`src/lsc_pkg.sv`:
```
`default_nettype none
package lsc_pkg;

  ////////////////////////////////////////////////////////////////////////
  // Timing
  localparam int unsigned CLK_HZ          = 20_000_000;
  localparam int unsigned TONE_HZ         = 22_000;
  localparam int unsigned CONV_MULT       = 10;
  localparam int unsigned CONV_HZ         = TONE_HZ * CONV_MULT;
  // Half period of the converter clock, in system clocks
  localparam int unsigned HALF_CYC        = (CLK_HZ / (2 * CONV_HZ) < 1) ? 1
                                            : CLK_HZ / (2 * CONV_HZ);
  // Converter half periods in one tone half period
  localparam int unsigned TONE_HALF_STEPS = CONV_MULT;
  localparam int unsigned T_CYCLE_MS      = 920;
  localparam int unsigned T_ON_MS         = 20;
  localparam int unsigned T_OFF_MS        = 900;
  // Retry intervals in converter periods
  localparam int unsigned OFF_PERIODS     = T_OFF_MS * (CONV_HZ / 1000);
  localparam int unsigned ON_PERIODS      = T_ON_MS * (CONV_HZ / 1000);

  ////////////////////////////////////////////////////////////////////////
  // Register map
  localparam logic [3:0] CTRL_ADDR  = 4'h0;
  localparam logic [3:0] THERM_ADDR = 4'h4;
  localparam int unsigned CTRL_LSB  = 2;
  localparam int unsigned OLF_BIT   = 0;
  localparam int unsigned OTF_BIT   = 1;

  typedef struct packed {
    logic static_limit_select;
    logic current_limit_high;
    logic tone_force_on;
    logic cable_drop_boost;
    logic high_voltage_select;
    logic output_enable;
  } lsc_ctrl_t;

  localparam lsc_ctrl_t CTRL_RST = '0;

  ////////////////////////////////////////////////////////////////////////
  // Output voltage targets in volts
  localparam logic [4:0] V_LOW  = 5'h0D;
  localparam logic [4:0] V_HIGH = 5'h12;
  localparam logic [4:0] V_STEP = 5'h01;

  typedef enum logic [1:0] {
    ST_NORMAL = 2'b00,
    ST_OFF    = 2'b01,
    ST_ON     = 2'b11
  } lsc_state_t;

endpackage
`default_nettype wire

```
`src/lsc_top.sv`:
```
// Summary of operation
// Tone comes from the internal divider, fixed at 22kHz, no trimming needed.
// Converter clock runs at ten times the tone rate, same divider.
// Tone force bit low: tone follows the synchronised modulation input.
// Tone force bit high: continuous tone, modulation input ignored.
// Host keeps tone force low while burst coding on the modulation pin.
// Output enable low shuts the converter power block down.
// Enabled output targets 13V with select low, 18V with select high.
// Cable drop boost bit adds 1V to the selected target.
// Current select low picks the 425mA limit, high the 775mA limit.
// Dynamic mode overload turns output off 900ms and sets overload flag.
// After off time, output returns 20ms with current clamped.
// Overload during or at end of on time repeats off then on.
// A clean full on interval resumes normal operation, clears flag.
// Off plus on retry period totals about 920ms from internal timer.
// Host may start in static mode for capacitive loads, then go dynamic.
// Static mode overload flag follows the sensed overload level.
// Overload flag reads low after power-on start-up.
// Overtemperature shuts converter and regulator, sets overtemp flag.
// Overtemperature release restores operation, clears overtemp flag.
// Register at 13V: external pin low gives 13V, high gives 18V.
// Host using the external pin leaves register select at 13V.
// Control registers read back, two bits report diagnostic status.
// All control and status bits clear to zero at reset.
// Overload and overtemp flags are read-only to host writes.
// Overload, overtemp and modulation inputs pass two-flop synchronisers.
// Retry intervals count converter clock periods.
//
// Register access over Wishbone and the placing of the registers were left to the implementer.
`timescale 1ns/10ps
`default_nettype none
module lsc_top
  import lsc_pkg::*;
#(
  parameter int unsigned ADDR_W      = 4,
  parameter int unsigned RETRY_W     = 18,
  parameter int unsigned OFF_COUNT   = OFF_PERIODS,
  parameter int unsigned ON_COUNT    = ON_PERIODS
)(
  input  wire logic              clk_i,
  input  wire logic              rst_i,
  input  wire logic              wb_cyc_i,
  input  wire logic              wb_stb_i,
  input  wire logic              wb_we_i,
  input  wire logic [ADDR_W-1:0] wb_adr_i,
  input  wire logic [7:0]        wb_dat_i,
  input  wire logic              wb_sel_i,
  output logic      [7:0]        wb_dat_o,
  output logic                   wb_ack_o,
  input  wire logic              overload_i,
  input  wire logic              overtemp_i,
  input  wire logic              tone_modulation_in_i,
  input  wire logic              ext_high_voltage_pin_i,
  output logic                   tone_o,
  output logic                   conv_clk_o,
  output logic                   power_en_o,
  output logic      [4:0]        target_volts_o,
  output logic                   current_limit_high_o,
  output logic                   current_clamp_o
);

  ////////////////////////////////////////////////////////////////////////
  // Input synchronisers
  logic [2:0] in_meta_reg;
  logic [2:0] in_sync_reg;
  logic       ovl_sync;
  logic       ot_sync;
  logic       mod_sync;

  always_ff @(posedge clk_i)
  begin
    if (rst_i)
    begin
      in_meta_reg <= 3'h0;
      in_sync_reg <= 3'h0;
    end
    else
    begin
      in_meta_reg <= {tone_modulation_in_i, overtemp_i, overload_i};
      in_sync_reg <= in_meta_reg;
    end
  end

  assign ovl_sync = in_sync_reg[0];
  assign ot_sync  = in_sync_reg[1];
  assign mod_sync = in_sync_reg[2];

  ////////////////////////////////////////////////////////////////////////
  // Register bus
  lsc_ctrl_t ctrl_reg;
  lsc_ctrl_t ctrl_next;
  logic      ack_reg;
  logic      ack_next;
  logic [7:0] dat_reg;
  logic [7:0] dat_next;
  logic      olf_reg;
  logic      otf_reg;

  always_comb
  begin
    ack_next  = wb_cyc_i & wb_stb_i & ~ack_reg;
    ctrl_next = ctrl_reg;
    dat_next  = dat_reg;
    // Write lands on the edge at which the master samples ack
    // Flag bit is not stored from the bus
    if (ack_reg && wb_cyc_i && wb_stb_i && wb_we_i && wb_sel_i
        && wb_adr_i == ADDR_W'(CTRL_ADDR))
      ctrl_next = lsc_ctrl_t'(wb_dat_i[7:CTRL_LSB]);
    if (ack_next)
    begin
      if (wb_adr_i == ADDR_W'(CTRL_ADDR))
      begin
        dat_next = 8'h00;
        dat_next[7:CTRL_LSB] = ctrl_reg;
        dat_next[OLF_BIT] = olf_reg;
      end
      else if (wb_adr_i == ADDR_W'(THERM_ADDR))
      begin
        dat_next = 8'h00;
        dat_next[OTF_BIT] = otf_reg;
      end
      else
        dat_next = 8'h00;
    end
  end

  always_ff @(posedge clk_i)
  begin
    if (rst_i)
    begin
      ctrl_reg <= CTRL_RST;
      ack_reg  <= 1'b0;
      dat_reg  <= 8'h00;
    end
    else
    begin
      ctrl_reg <= ctrl_next;
      ack_reg  <= ack_next;
      dat_reg  <= dat_next;
    end
  end

  assign wb_ack_o = ack_reg;
  assign wb_dat_o = dat_reg;

  ////////////////////////////////////////////////////////////////////////
  // Oscillator: converter clock and tone from one divider
  localparam int unsigned HALF_W = $clog2(HALF_CYC + 1);
  localparam int unsigned STEP_W = $clog2(TONE_HALF_STEPS + 1);

  logic [HALF_W-1:0] half_cnt_reg;
  logic [HALF_W-1:0] half_cnt_next;
  logic [STEP_W-1:0] step_reg;
  logic [STEP_W-1:0] step_next;
  logic              conv_reg;
  logic              conv_next;
  logic              phase_reg;
  logic              phase_next;
  logic              half_tick;
  logic              period_tick;

  always_comb
  begin
    half_tick     = (half_cnt_reg == HALF_W'(HALF_CYC - 1));
    half_cnt_next = half_tick ? '0 : half_cnt_reg + 1'b1;
    conv_next     = conv_reg ^ half_tick;
    step_next     = step_reg;
    phase_next    = phase_reg;
    if (half_tick)
    begin
      if (step_reg == STEP_W'(TONE_HALF_STEPS - 1))
      begin
        step_next  = '0;
        phase_next = ~phase_reg;
      end
      else
        step_next = step_reg + 1'b1;
    end
    // One tick per full converter period
    period_tick = half_tick & conv_reg;
  end

  always_ff @(posedge clk_i)
  begin
    if (rst_i)
    begin
      half_cnt_reg <= '0;
      step_reg     <= '0;
      conv_reg     <= 1'b0;
      phase_reg    <= 1'b0;
    end
    else
    begin
      half_cnt_reg <= half_cnt_next;
      step_reg     <= step_next;
      conv_reg     <= conv_next;
      phase_reg    <= phase_next;
    end
  end

  assign conv_clk_o = conv_reg;

  ////////////////////////////////////////////////////////////////////////
  // Overload protection and flags
  lsc_state_t         state_reg;
  lsc_state_t         state_next;
  logic [RETRY_W-1:0] cnt_reg;
  logic [RETRY_W-1:0] cnt_next;
  logic               seen_reg;
  logic               seen_next;
  logic               olf_next;
  logic               otf_next;

  always_comb
  begin
    state_next = state_reg;
    cnt_next   = cnt_reg;
    seen_next  = seen_reg;
    olf_next   = olf_reg;
    otf_next   = ot_sync;
    if (!ctrl_reg.output_enable)
    begin
      // Disabled output holds no retry history
      state_next = ST_NORMAL;
      olf_next   = 1'b0;
    end
    else if (ctrl_reg.static_limit_select)
    begin
      state_next = ST_NORMAL;
      olf_next   = ovl_sync;
    end
    else
    begin
      case (state_reg)
        ST_NORMAL:
        begin
          if (ovl_sync)
          begin
            state_next = ST_OFF;
            cnt_next   = RETRY_W'(OFF_COUNT - 1);
            olf_next   = 1'b1;
          end
        end
        ST_OFF:
        begin
          if (period_tick)
          begin
            if (cnt_reg == '0)
            begin
              state_next = ST_ON;
              cnt_next   = RETRY_W'(ON_COUNT - 1);
              seen_next  = 1'b0;
            end
            else
              cnt_next = cnt_reg - 1'b1;
          end
        end
        ST_ON:
        begin
          seen_next = seen_reg | ovl_sync;
          if (period_tick)
          begin
            if (cnt_reg == '0)
            begin
              if (seen_reg || ovl_sync)
              begin
                state_next = ST_OFF;
                cnt_next   = RETRY_W'(OFF_COUNT - 1);
              end
              else
              begin
                state_next = ST_NORMAL;
                olf_next   = 1'b0;
              end
            end
            else
              cnt_next = cnt_reg - 1'b1;
          end
        end
        default:
          state_next = ST_NORMAL;
      endcase
    end
  end

  always_ff @(posedge clk_i)
  begin
    if (rst_i)
    begin
      state_reg <= ST_NORMAL;
      cnt_reg   <= '0;
      seen_reg  <= 1'b0;
      olf_reg   <= 1'b0;
      otf_reg   <= 1'b0;
    end
    else
    begin
      state_reg <= state_next;
      cnt_reg   <= cnt_next;
      seen_reg  <= seen_next;
      olf_reg   <= olf_next;
      otf_reg   <= otf_next;
    end
  end

  ////////////////////////////////////////////////////////////////////////
  // Power stage outputs
  logic       power_reg;
  logic       power_next;
  logic       tone_reg;
  logic       tone_next;
  logic [4:0] volts_reg;
  logic [4:0] volts_next;
  logic       ilim_reg;
  logic       ilim_next;
  logic       clamp_reg;
  logic       clamp_next;
  logic       high_sel;

  always_comb
  begin
    // Converter and regulator share one enable
    power_next = ctrl_reg.output_enable & ~ot_sync & (state_reg != ST_OFF);
    // Pin acts only while register selects the low voltage
    high_sel   = ctrl_reg.high_voltage_select | ext_high_voltage_pin_i;
    volts_next = high_sel ? V_HIGH : V_LOW;
    if (ctrl_reg.cable_drop_boost)
      volts_next = volts_next + V_STEP;
    ilim_next  = ctrl_reg.current_limit_high;
    clamp_next = (state_reg == ST_ON);
    tone_next  = phase_reg & power_next
                 & (ctrl_reg.tone_force_on | mod_sync);
  end

  always_ff @(posedge clk_i)
  begin
    if (rst_i)
    begin
      power_reg <= 1'b0;
      tone_reg  <= 1'b0;
      volts_reg <= V_LOW;
      ilim_reg  <= 1'b0;
      clamp_reg <= 1'b0;
    end
    else
    begin
      power_reg <= power_next;
      tone_reg  <= tone_next;
      volts_reg <= volts_next;
      ilim_reg  <= ilim_next;
      clamp_reg <= clamp_next;
    end
  end

  assign power_en_o           = power_reg;
  assign tone_o               = tone_reg;
  assign target_volts_o       = volts_reg;
  assign current_limit_high_o = ilim_reg;
  assign current_clamp_o      = clamp_reg;
endmodule
`default_nettype wire

```
`config.mk`:
```
export PLATFORM = sky130hd
export DESIGN_NAME = lsc_top
export DESIGN_NICKNAME = d
export VERILOG_FILES = /design/src/lsc_pkg.sv /design/src/lsc_top.sv
export SDC_FILE = /design/constraint.sdc
export NUM_CORES = 1
export LEC_CHECK = 0
export ABC_AREA = 1
export CELL_PAD_IN_SITES_DETAIL_PLACEMENT = 1
export CELL_PAD_IN_SITES_GLOBAL_PLACEMENT = 1
export CORE_MARGIN = 2
export CORE_UTILIZATION = 40
export CTS_CLUSTER_DIAMETER = 30
export DETAILED_ROUTE_END_ITERATION = 10
export DONT_BUFFER_PORTS = 1
export GPL_TIMING_DRIVEN = 0
export MAX_ROUTING_LAYER = met4
export PLACE_DENSITY_LB_ADDON = 0.1
export SYNTH_ARGS = -nofsm -noshare
export SYNTH_HDL_FRONTEND = slang
export SYNTH_SLANG_ARGS = --single-unit
```
`constraint.sdc`:
```
create_clock -name clk_i -period 5.2 [get_ports clk_i]
set_clock_uncertainty 0.2 [all_clocks]
set_input_delay 0.52 -clock clk_i [delete_from_list [all_inputs] [get_ports clk_i]]
set_output_delay 0.52 -clock clk_i [all_outputs]
set_load 0.05 [all_outputs]
```
# Word level (Yosys, flattened, before mapping)
# Index checks and enable logic that the tools add are counted.
# totals
out_inout_bits	19
inputBits	22
reg_bits	65
# classes
muxes	28
addsub	4
reduce_logical	20
eq_ne	16
bitwise_logic	16
# op_table
operator	n
18-bit 2-to-1 mux	6
18-bit case mux with 3 select lines	1
18-bit logical NOT	1
18-bit by 1-bit subtractor with 18-bit output, second input constant	1
5-bit AND reduction	3
2-bit 2-to-1 mux	6
5-bit 2-to-1 mux	2
3-bit != test, second input constant	3
1-bit 2-to-1 mux	8
8-bit 2-to-1 mux	1
2-bit != test, second input constant	4
1-bit AND	7
7-bit AND reduction	1
6-bit by 1-bit adder with 6-bit output, second input constant	1
6-bit equality test, second input constant	1
3-bit by 2-bit != test with 1-bit output, second input constant	2
2-bit case mux with 3 select lines	1
3-bit nonzero test	2
5-bit by 1-bit adder with 5-bit output, second input constant	1
1-bit logical AND	5
1-bit inverter	5
4-bit by 1-bit adder with 4-bit output, second input constant	1
4-bit by 3-bit equality test with 1-bit output, second input constant	1
4-bit equality test, second input constant	1
14 further kinds	19

# Depth between registers and ports, before layout
# Gate-level depths: netlist of run 1.
# depth
ltp_word	6
ltp_mapped	15
depth_no_buf	15

# Worst setup path after synthesis of run 1
# No wires, ideal clock.
# synth_path
path_kind	register to register
start	reg half_cnt_reg[0]
end	reg cnt_reg[17]
setup_ns	0.123
synth_period_minus_slack_ns	2.024
t_arrival_ns	1.701
path_stages_with_launch	14
n_path_buf	1
required_time_ns	4.877
path_slack_ns	3.176
path_cell_list	dfxtp_1 inv_1 ha_1 nand4_1 inv_1 ha_1 nand2_1 nand2_1 nand2_2 nor2_4 nand2_4 buf_6 nor2_1 a21oi_1
# synth_between
elab_chain_cells	4
# synth_rtl
item	line	rtl
start: declaration	lsc_top.sv:151	logic [HALF_W-1:0] half_cnt_reg;
start signal: assignment	lsc_top.sv:194	half_cnt_reg <= half_cnt_next;
6-bit equality test (*)	lsc_top.sv:164	half_tick = (half_cnt_reg == HALF_W'(HALF_CYC - 1));
1-bit AND (*)	lsc_top.sv:180	period_tick = half_tick & conv_reg;
2-bit != test (no source line)	n/a	
7-bit AND reduction (no source line) (*)	n/a	
end signal: assignment	lsc_top.sv:299	cnt_reg <= cnt_next;
end: declaration	lsc_top.sv:207	logic [RETRY_W-1:0] cnt_reg;
# Every way passes the cells marked *; elsewhere a longest branch is shown, timed or not.
# A chain may end at the register's enable or synchronous reset.

# Worst setup path in the final report of run 1
# layout_path
start	reg half_cnt_reg[0]
end	reg cnt_reg[10]
# Same word-level chain as after synthesis.

==> results.py, run 1 <==
metrics = {
    "synthesis": {
        "synthDominantCellAreaShare_pct": 43.9,
        "syn_inst_count": 401,
        "synth_nets": 429,
        "synth_sequential_area_ratio_pct": 43.9,
        "synthTopCellsByArea": "sky130_fd_sc_hd__dfxtp_1, sky130_fd_sc_hd__nor2_1, sky130_fd_sc_hd__nand2_1, sky130_fd_sc_hd__inv_1, sky130_fd_sc_hd__nand3_1",
        "syn-cell-area_um2": 2920,
        "ys_ff_latch": 64,
        "post_synth_num_cell_types": 33,
        "yosys.area.top_type": "sky130_fd_sc_hd__dfxtp_1",
        "yosysWarningCount": 0,
        "syn_area_per_cell_um2": 7.28,
    },
    "pwr": {
        "seq_power_share_pct": 47.8,
        "switching_share_pct": 23.8,
        "p_sw_mw": 0.261,
        "power.density_nw_per_um2": 332,
        "combPwrFrac_pct": 3.0,
        "max_ir_drop_vdd_uv": 163,
        "share_clk_of_total_power_pct": 49.2,
        "power_report.internal_total_mw": 0.833,
        "leakage_nw": 1.50,
    },
    "floorplanning": {
        "die-width_um": 89.4,
        "dieHeight_um": 89.4,
        "fp.dieArea_um2": 8000,
        "fp.coreArea_um2": 7180,
        "initial_core_util_pct": 40.7,
        "fp-row-count": 31,
        "num_io_pins": 41,
    },
    "finish": {
        "syn2layout_area_growth_pct": 12.8,
        "num_antenna_cells": 0,
        "layout_commonest_cell": "sky130_fd_sc_hd__nor2_1",
        "final_cell_area_um2": 3290,
        "seq_area_um2": 1280,
        "multi_input_area_um2": 1370,
        "commonest_cells_after_routing_fill_and_taps_aside": "sky130_fd_sc_hd__nor2_1, sky130_fd_sc_hd__nand2_1, sky130_fd_sc_hd__dfxtp_1",
        "largest_reg_flops": 18,
        "fillCellCount": 916,
        "num-nets-final": 440,
        "layout-drive-gt1-share_pct": 9.11,
    },
    "timing": {
        "max_slew_headroom_pct": 43.0,
        "highest_clock_rate_mhz": 411,
        "setup_viol_count_final": 0,
        "fin_tns_setup_ps": 0,
        "rsz_0062_raised_after_global_routing": "no",
        "final-hold-violation-count": 0,
        "finalWorstPathRequiredPeriod_ps": 2440,
        "fin_crit_sh_pct": 46.8,
        "report.final.slew_viol_count": 0,
        "tightest_slew_ps": 848,
    },
    "global_routing": {
        "grt.overflow.total": 0,
        "gr-usage-all-layers_pct": 19.9,
        "via_count_of_the_first_global_routing_pass": 2495,
        "grt_max_degree": 14,
        "grt_pass1_wl_um": 11700,
        "antenna_found_initial": 0,
    },
    "route": {
        "postRouteWirelength_um": 7080,
        "drt_drc_violations_left": 0,
        "drt_pass1_iterations": 4,
        "routed_via_density": 4.91,
        "final_antenna_net_count": 0,
        "drt-wirelength-per-cell_um": 13.7,
        "starting_drc_count_in_detailed_routing": 39,
        "routed-via-count": 2534,
    },
    "clocking": {
        "numClockSinks": 64,
        "worst_skew_pair.late_latency_ps": 350,
        "tritoncts": "yes",
        "ctsHtreeMaxLevel": 3,
        "cts-resized-gates": 0,
        "cts-buffers-inserted": 9,
        "cts_root_buf": "sky130_fd_sc_hd__clkbuf_8",
        "cts.hold.buffers_added": 0,
        "clk_pin_slew_worst_paths_ps": 80,
        "postCtsSetupRepairBufs": 0,
        "ctsLongestPathBuffers": 2,
    },
    "placement": {
        "postPlaceCellArea_um2": 3040,
        "hpwlAfterDp_um": 5290,
        "numPortBuffers": 0,
        "finalWeightedCongestion": 0.828,
    },
    "worst_setup_path": {
        "worst_setup_path_start_kind": "register",
        "setup.worst_path.class": "register to register",
        "worstPathArrival_ps": 2460,
        "end_kind": "register",
        "critical_path_required_ps": 5220,
        "worst-path-max-fanout": 10,
    },
    "status": {
        "outcome": "complete, no violations",
    },
    "job": {
        "timing.max_cap.violations": 0,
    },
    "min_path": {
        "min-delay-path-class": "primary input to register",
    },
}
[power by group through the flow]
stage                     clock network [mW]  registers [mW]  logic, mW
final                                  0.538           0.523     0.0326
after CTS                              0.553           0.523     0.0334
after global routing                   0.571           0.524     0.0386
after global placement                     0           0.535     0.0323
after floorplan                            0           0.533     0.0246
after detailed placement                   0           0.535     0.0333
[final cells by class]
cell class / instances / share of cell area, %
multi-input combinational: 272 / 41.7
clock inverter: 7 / 3.80
inverter: 56 / 6.46
sequential: 64 / 38.9
tap: 99 / 3.76
clock buffer: 9 / 3.76
buffer: 9 / 1.60
[critical path: stages, from the launching register on]
cell                      delay (ps)
sky130_fd_sc_hd__dfxtp_1         340
sky130_fd_sc_hd__inv_1            60
sky130_fd_sc_hd__ha_1            130
sky130_fd_sc_hd__nand4_1         110
sky130_fd_sc_hd__inv_1           130
sky130_fd_sc_hd__ha_1            270
sky130_fd_sc_hd__nand2_1          80
sky130_fd_sc_hd__nand2_1          80
sky130_fd_sc_hd__nand2_2          80
sky130_fd_sc_hd__nor2_4          220
sky130_fd_sc_hd__nand2_4         110
sky130_fd_sc_hd__buf_6           160
sky130_fd_sc_hd__nor2_1          220
sky130_fd_sc_hd__a21oi_1         100
[path summary, 6_finish.rpt]
path	from	to	slack (ps)	depth (start not counted)
worst max-delay path	half_cnt_reg[0]$_SDFF_PP0_	cnt_reg[10]$_SDFFE_PP0P_	2760	13
worst min-delay path	overload_i	in_meta_reg[0]$_SDFF_PP0_	70	2
worst max register to register	half_cnt_reg[0]$_SDFF_PP0_	cnt_reg[10]$_SDFFE_PP0P_	2760	13
worst min register to register	in_meta_reg[1]$_SDFF_PP0_	in_sync_reg[1]$_SDFF_PP0_	200	2
[metal layers]
metal / up-vias / GRT usage, % / share of wire [%]
li1: 1305 / - / -
met1: 1185 / 23.9 / 49
met2: 37 / 32.9 / 46
met3: 7 / 6.37 / 3.4
met4: 0 / 4.07 / 0.97
met5: - / - / 0
[through the flow]
step / power, mW / hold WS, ps / std cells / worst slack (ps) / utilization [%]
after floorplan: 0.558 / 188 / 401 / 3180 / -
final: 1.09 / 70.0 / 516 / 2760 / 45.9
after global placement: 0.567 / 190 / 500 / 2790 / 42.4
after global routing: 1.13 / 71.7 / 516 / 2520 / 45.9
after CTS: 1.11 / 50.7 / 516 / 2720 / 45.9
after detailed placement: 0.568 / 200 / 500 / 2740 / 42.4
[cell families after synthesis]
kind of cell | Yosys count | synth area share (%)
xor gates and xnor gates | 9 | 2.70
DFF | 64 | 43.9
and+or+nand+nor | 203 | 31.9
AOI/OAI and AO/OA | 54 | 9.85
buffers and inverters | 65 | 9.08
adders and majority gates | 6 | 2.57
[Yosys cell counts (all sizes together)]
| cell | count |
|---|---|
| nand2 | 78 |
| nor2 | 75 |
| dfxtp | 64 |
| inv | 56 |
| o21ai | 28 |
| nand3 | 24 |
| a21oi | 21 |
| nand4 | 10 |
| nor3 | 9 |
| ha | 6 |
| xor2 | 6 |
| clkbuf | 5 |
| buf | 4 |
| nor3b | 4 |
| xnor2 | 3 |
| nor4 | 2 |
| o21bai | 2 |
| a31o | 1 |
| and3 | 1 |
| o211a | 1 |
| o311ai | 1 |
(Power assumes the default switching activity.)
==> run 2, diff against run 1 <==
ABC_AREA = 0   (was 1)
clock period = 1.9 ns   (was 5.2 ns; I/O delays follow)
==> run 2 against run 1 <==
Against the previous run: the run now ends with setup timing left; global-route usage is 3.0 points higher; critical path depth down 4; first-iteration DRC count rose to 3.7 times the previous value; critical path type unchanged; worst setup slack got worse by 3000 ps; sequential share of layout area fell by 5.0 points; cell count is 8.9% lower; worst hold slack worse by 15 ps.
==> results.py, run 2 <==
metrics = {
    "timing": {
        "fin_tns_setup_ps": -4510,
        "tightest_slew_ps": 1130,
        "hold_ws_ps": 54.6,
        "setup_ws_ps": -276,
        "final-hold-violation-count": 0,
        "rsz_0062_raised_after_global_routing": "yes",
        "finalWorstPathRequiredPeriod_ps": 2180,
        "fin_crit_sh_pct": 115,
        "setup_viol_count_final": 22,
        "highest_clock_rate_mhz": 460,
        "max_slew_headroom_pct": 23.8,
        "report.final.slew_viol_count": 0,
    },
    "finish": {
        "largest_reg_flops": 18,
        "layout-drive-gt1-share_pct": 29.4,
        "final_cell_area_um2": 3830,
        "num_antenna_cells": 0,
        "fillCellCount": 760,
        "commonest_cells_after_routing_fill_and_taps_aside": "sky130_fd_sc_hd__dfxtp_1, sky130_fd_sc_hd__nor2_1, sky130_fd_sc_hd__buf_4",
        "syn2layout_area_growth_pct": 37.0,
        "num-nets-final": 397,
        "layout_commonest_cell": "sky130_fd_sc_hd__dfxtp_1",
    },
    "synthesis": {
        "yosysWarningCount": 0,
        "synthDominantCellAreaShare_pct": 45.8,
        "dominant_cell_by_count_in_the_synthesized_netlist": "sky130_fd_sc_hd__dfxtp_1",
        "ys_async_sr_fraction_pct": 0,
        "syn-cell-area_um2": 2800,
        "largest_family_of_logic_cells_by_synthesized_area": "simple AND/OR/NAND/NOR gates",
        "yosys.area.top_type": "sky130_fd_sc_hd__dfxtp_1",
        "yosys-mux-area-fraction_pct": 2.51,
        "synth_simple_gate_area_share_pct": 27.9,
        "synth_fa_ha_area_share_pct": 2.69,
        "synth_sequential_area_ratio_pct": 45.8,
        "synth_compound_gate_area_share_pct": 14.2,
        "synth_ff_type": "sky130_fd_sc_hd__dfxtp_1",
        "synth_nets": 347,
        "ys_top_cells_by_count": "sky130_fd_sc_hd__dfxtp_1, sky130_fd_sc_hd__nor2_1, sky130_fd_sc_hd__a21oi_1, sky130_fd_sc_hd__nand2_1, sky130_fd_sc_hd__nand3_1",
        "synthTopCellsByArea": "sky130_fd_sc_hd__dfxtp_1, sky130_fd_sc_hd__nor2_1, sky130_fd_sc_hd__a21oi_1, sky130_fd_sc_hd__nand3_1, sky130_fd_sc_hd__nor2b_1",
        "ys_ff_latch": 64,
        "synth-xor-area-share_pct": 3.45,
        "syn_inst_count": 319,
        "syn_area_per_cell_um2": 8.76,
        "post_synth_num_cell_types": 49,
        "synth-edff-count": 0,
    },
    "global_routing": {
        "grt.overflow.total": 0,
        "grt_pass1_wl_um": 12900,
        "via_count_of_the_first_global_routing_pass": 2541,
        "antenna_found_initial": 0,
        "grt_max_degree": 13,
        "gr-usage-all-layers_pct": 22.9,
    },
    "route": {
        "wl_met3_um": 339,
        "routed_via_density": 5.46,
        "drt_drc_violations_left": 0,
        "final_antenna_net_count": 0,
        "routed-via-count": 2566,
        "drt-met1-wl_um": 3760,
        "dr.max_layer_used": "met4",
        "postRouteWirelength_um": 8260,
        "met2WireLength_um": 4010,
        "starting_drc_count_in_detailed_routing": 144,
        "drt_pass1_iterations": 4,
        "drt-wirelength-per-cell_um": 17.6,
    },
    "job": {
        "timing.max_cap.violations": 0,
    },
    "pwr": {
        "power_report.internal_total_mw": 2.06,
        "seq_power_share_pct": 50.7,
        "max_ir_drop_vdd_uv": 417,
        "fin_total_pwr_mw": 2.73,
        "power.density_nw_per_um2": 713,
        "combPwrFrac_pct": 4.6,
        "leakage_nw": 1.48,
        "p_sw_mw": 0.672,
        "share_clk_of_total_power_pct": 44.7,
        "switching_share_pct": 24.6,
    },
    "floorplanning": {
        "fp-row-count": 30,
        "die-width_um": 87.6,
        "num_io_pins": 41,
        "fp.coreArea_um2": 6790,
        "dieHeight_um": 87.6,
        "fp.dieArea_um2": 7670,
        "initial_core_util_pct": 41.1,
    },
    "min_path": {
        "min-delay-path-class": "primary input to register",
    },
    "clocking": {
        "cts-buffers-inserted": 9,
        "cts_root_buf": "sky130_fd_sc_hd__clkbuf_8",
        "ctsHtreeMaxLevel": 3,
        "numClockSinks": 64,
        "tritoncts": "yes",
        "worst_skew_pair.late_latency_ps": 340,
        "clk_pin_slew_worst_paths_ps": 80,
        "ctsLongestPathBuffers": 2,
    },
    "placement": {
        "numPortBuffers": 0,
        "dpl_worst_slack_ps": -593,
        "hpwlAfterDp_um": 5220,
        "finalWeightedCongestion": 0.818,
        "postPlaceCellArea_um2": 3030,
    },
    "status": {
        "outcome": "finished with violations",
        "failed_checks": "setup timing",
    },
    "worst_setup_path": {
        "worst-path-max-fanout": 6,
        "worstPathArrival_ps": 2210,
        "end_kind": "register",
        "critical_path_required_ps": 1940,
        "setup.worst_path.class": "register to register",
        "worst_setup_path_start_kind": "register",
    },
}
[run 2: cell count changes after synthesis, moves of 8 or more]
cell | before | now
sky130_fd_sc_hd__o21ai_0 | 20 | 8
sky130_fd_sc_hd__nor2_1 | 71 | 36
sky130_fd_sc_hd__nand2_1 | 70 | 21
sky130_fd_sc_hd__nor2b_1 | 0 | 14
sky130_fd_sc_hd__nand4_1 | 10 | 2
sky130_fd_sc_hd__or4_1 | 0 | 8
sky130_fd_sc_hd__inv_1 | 54 | 10
[run 2: cell families after synthesis]
family | Yosys count
AOI/OAI and AO/OA | 63
muxes | 7
DFF | 64
and+or+nand+nor | 145
buffers and inverters | 23
xor gates and xnor gates | 11
adders and majority gates | 6
[run 2: timing repair]
action,in CTS,in global routing
pin swaps,10,8
setup buffers,16,7
endpoints found under the hold margin,26,0
hold buffers,15,0
cloned,1,0
gates resized for setup,37,24
endpoints found under the setup margin,25,31
[run 2: critical path, stage by stage, from the launching register on]
cell,delay (ps)
sky130_fd_sc_hd__dfxtp_4,360
sky130_fd_sc_hd__inv_4,60
sky130_fd_sc_hd__ha_1,150
sky130_fd_sc_hd__nor4b_4,260
sky130_fd_sc_hd__and3b_1,220
sky130_fd_sc_hd__clkbuf_8,170
sky130_fd_sc_hd__a41o_4,260
sky130_fd_sc_hd__buf_6,140
sky130_fd_sc_hd__a21oi_1,50
sky130_fd_sc_hd__o21a_1,190
[run 2: layout make-up]
| cell class | count | area (µm²) | area share (%) |
|---|---|---|---|
| multi-input combinational | 232 | 1740 | 45.5 |
| sequential | 64 | 1300 | 34.0 |
| timing repair buffer | 39 | 345 | 9.02 |
| clock buffer | 10 | 138 | 3.59 |
| tap | 96 | 120 | 3.14 |
| buffer | 13 | 71.3 | 1.86 |
| clock inverter | 6 | 68.8 | 1.80 |
| inverter | 10 | 42.5 | 1.11 |
[run 2: path summary, 6_finish.rpt]
kind	start	end	slack [ps]	cells after the start
setup / recovery	cnt_reg[0]$_SDFFE_PP0P_	cnt_reg[8]$_SDFFE_PP0P_	-280	9
hold / removal	wb_cyc_i	wb_dat_o[6]$_SDFFE_PP0P_	50	4
setup reg to reg	cnt_reg[0]$_SDFFE_PP0P_	cnt_reg[8]$_SDFFE_PP0P_	-280	9
hold reg to reg	in_sync_reg[1]$_SDFF_PP0_	power_en_o$_SDFF_PP0_	250	1
[run 2: through the flow]
stage | instances | utilization [%]
floorplan | 319 | -
global placement | 415 | 44.6
detailed placement | 415 | 44.6
CTS | 463 | 53.9
global route | 470 | 56.4
finish | 470 | 56.4
[run 2: metal layers]
layer | up-vias | global-route usage, %
met3 | 13 | 3.77
met5 | - | -
met4 | 0 | 9.23
met2 | 52 | 36.0
met1 | 1255 | 29.3
li1 | 1246 | -
[run 2: power groups by stage]
stage	clock network [mW]	registers, mW	logic [mW]
final	1.22	1.38	0.124
after global routing	1.31	1.39	0.139
after CTS	1.24	1.39	0.121
after detailed placement	0	1.42	0.0838
after global placement	0	1.42	0.0802
after floorplan	0	1.42	0.0603
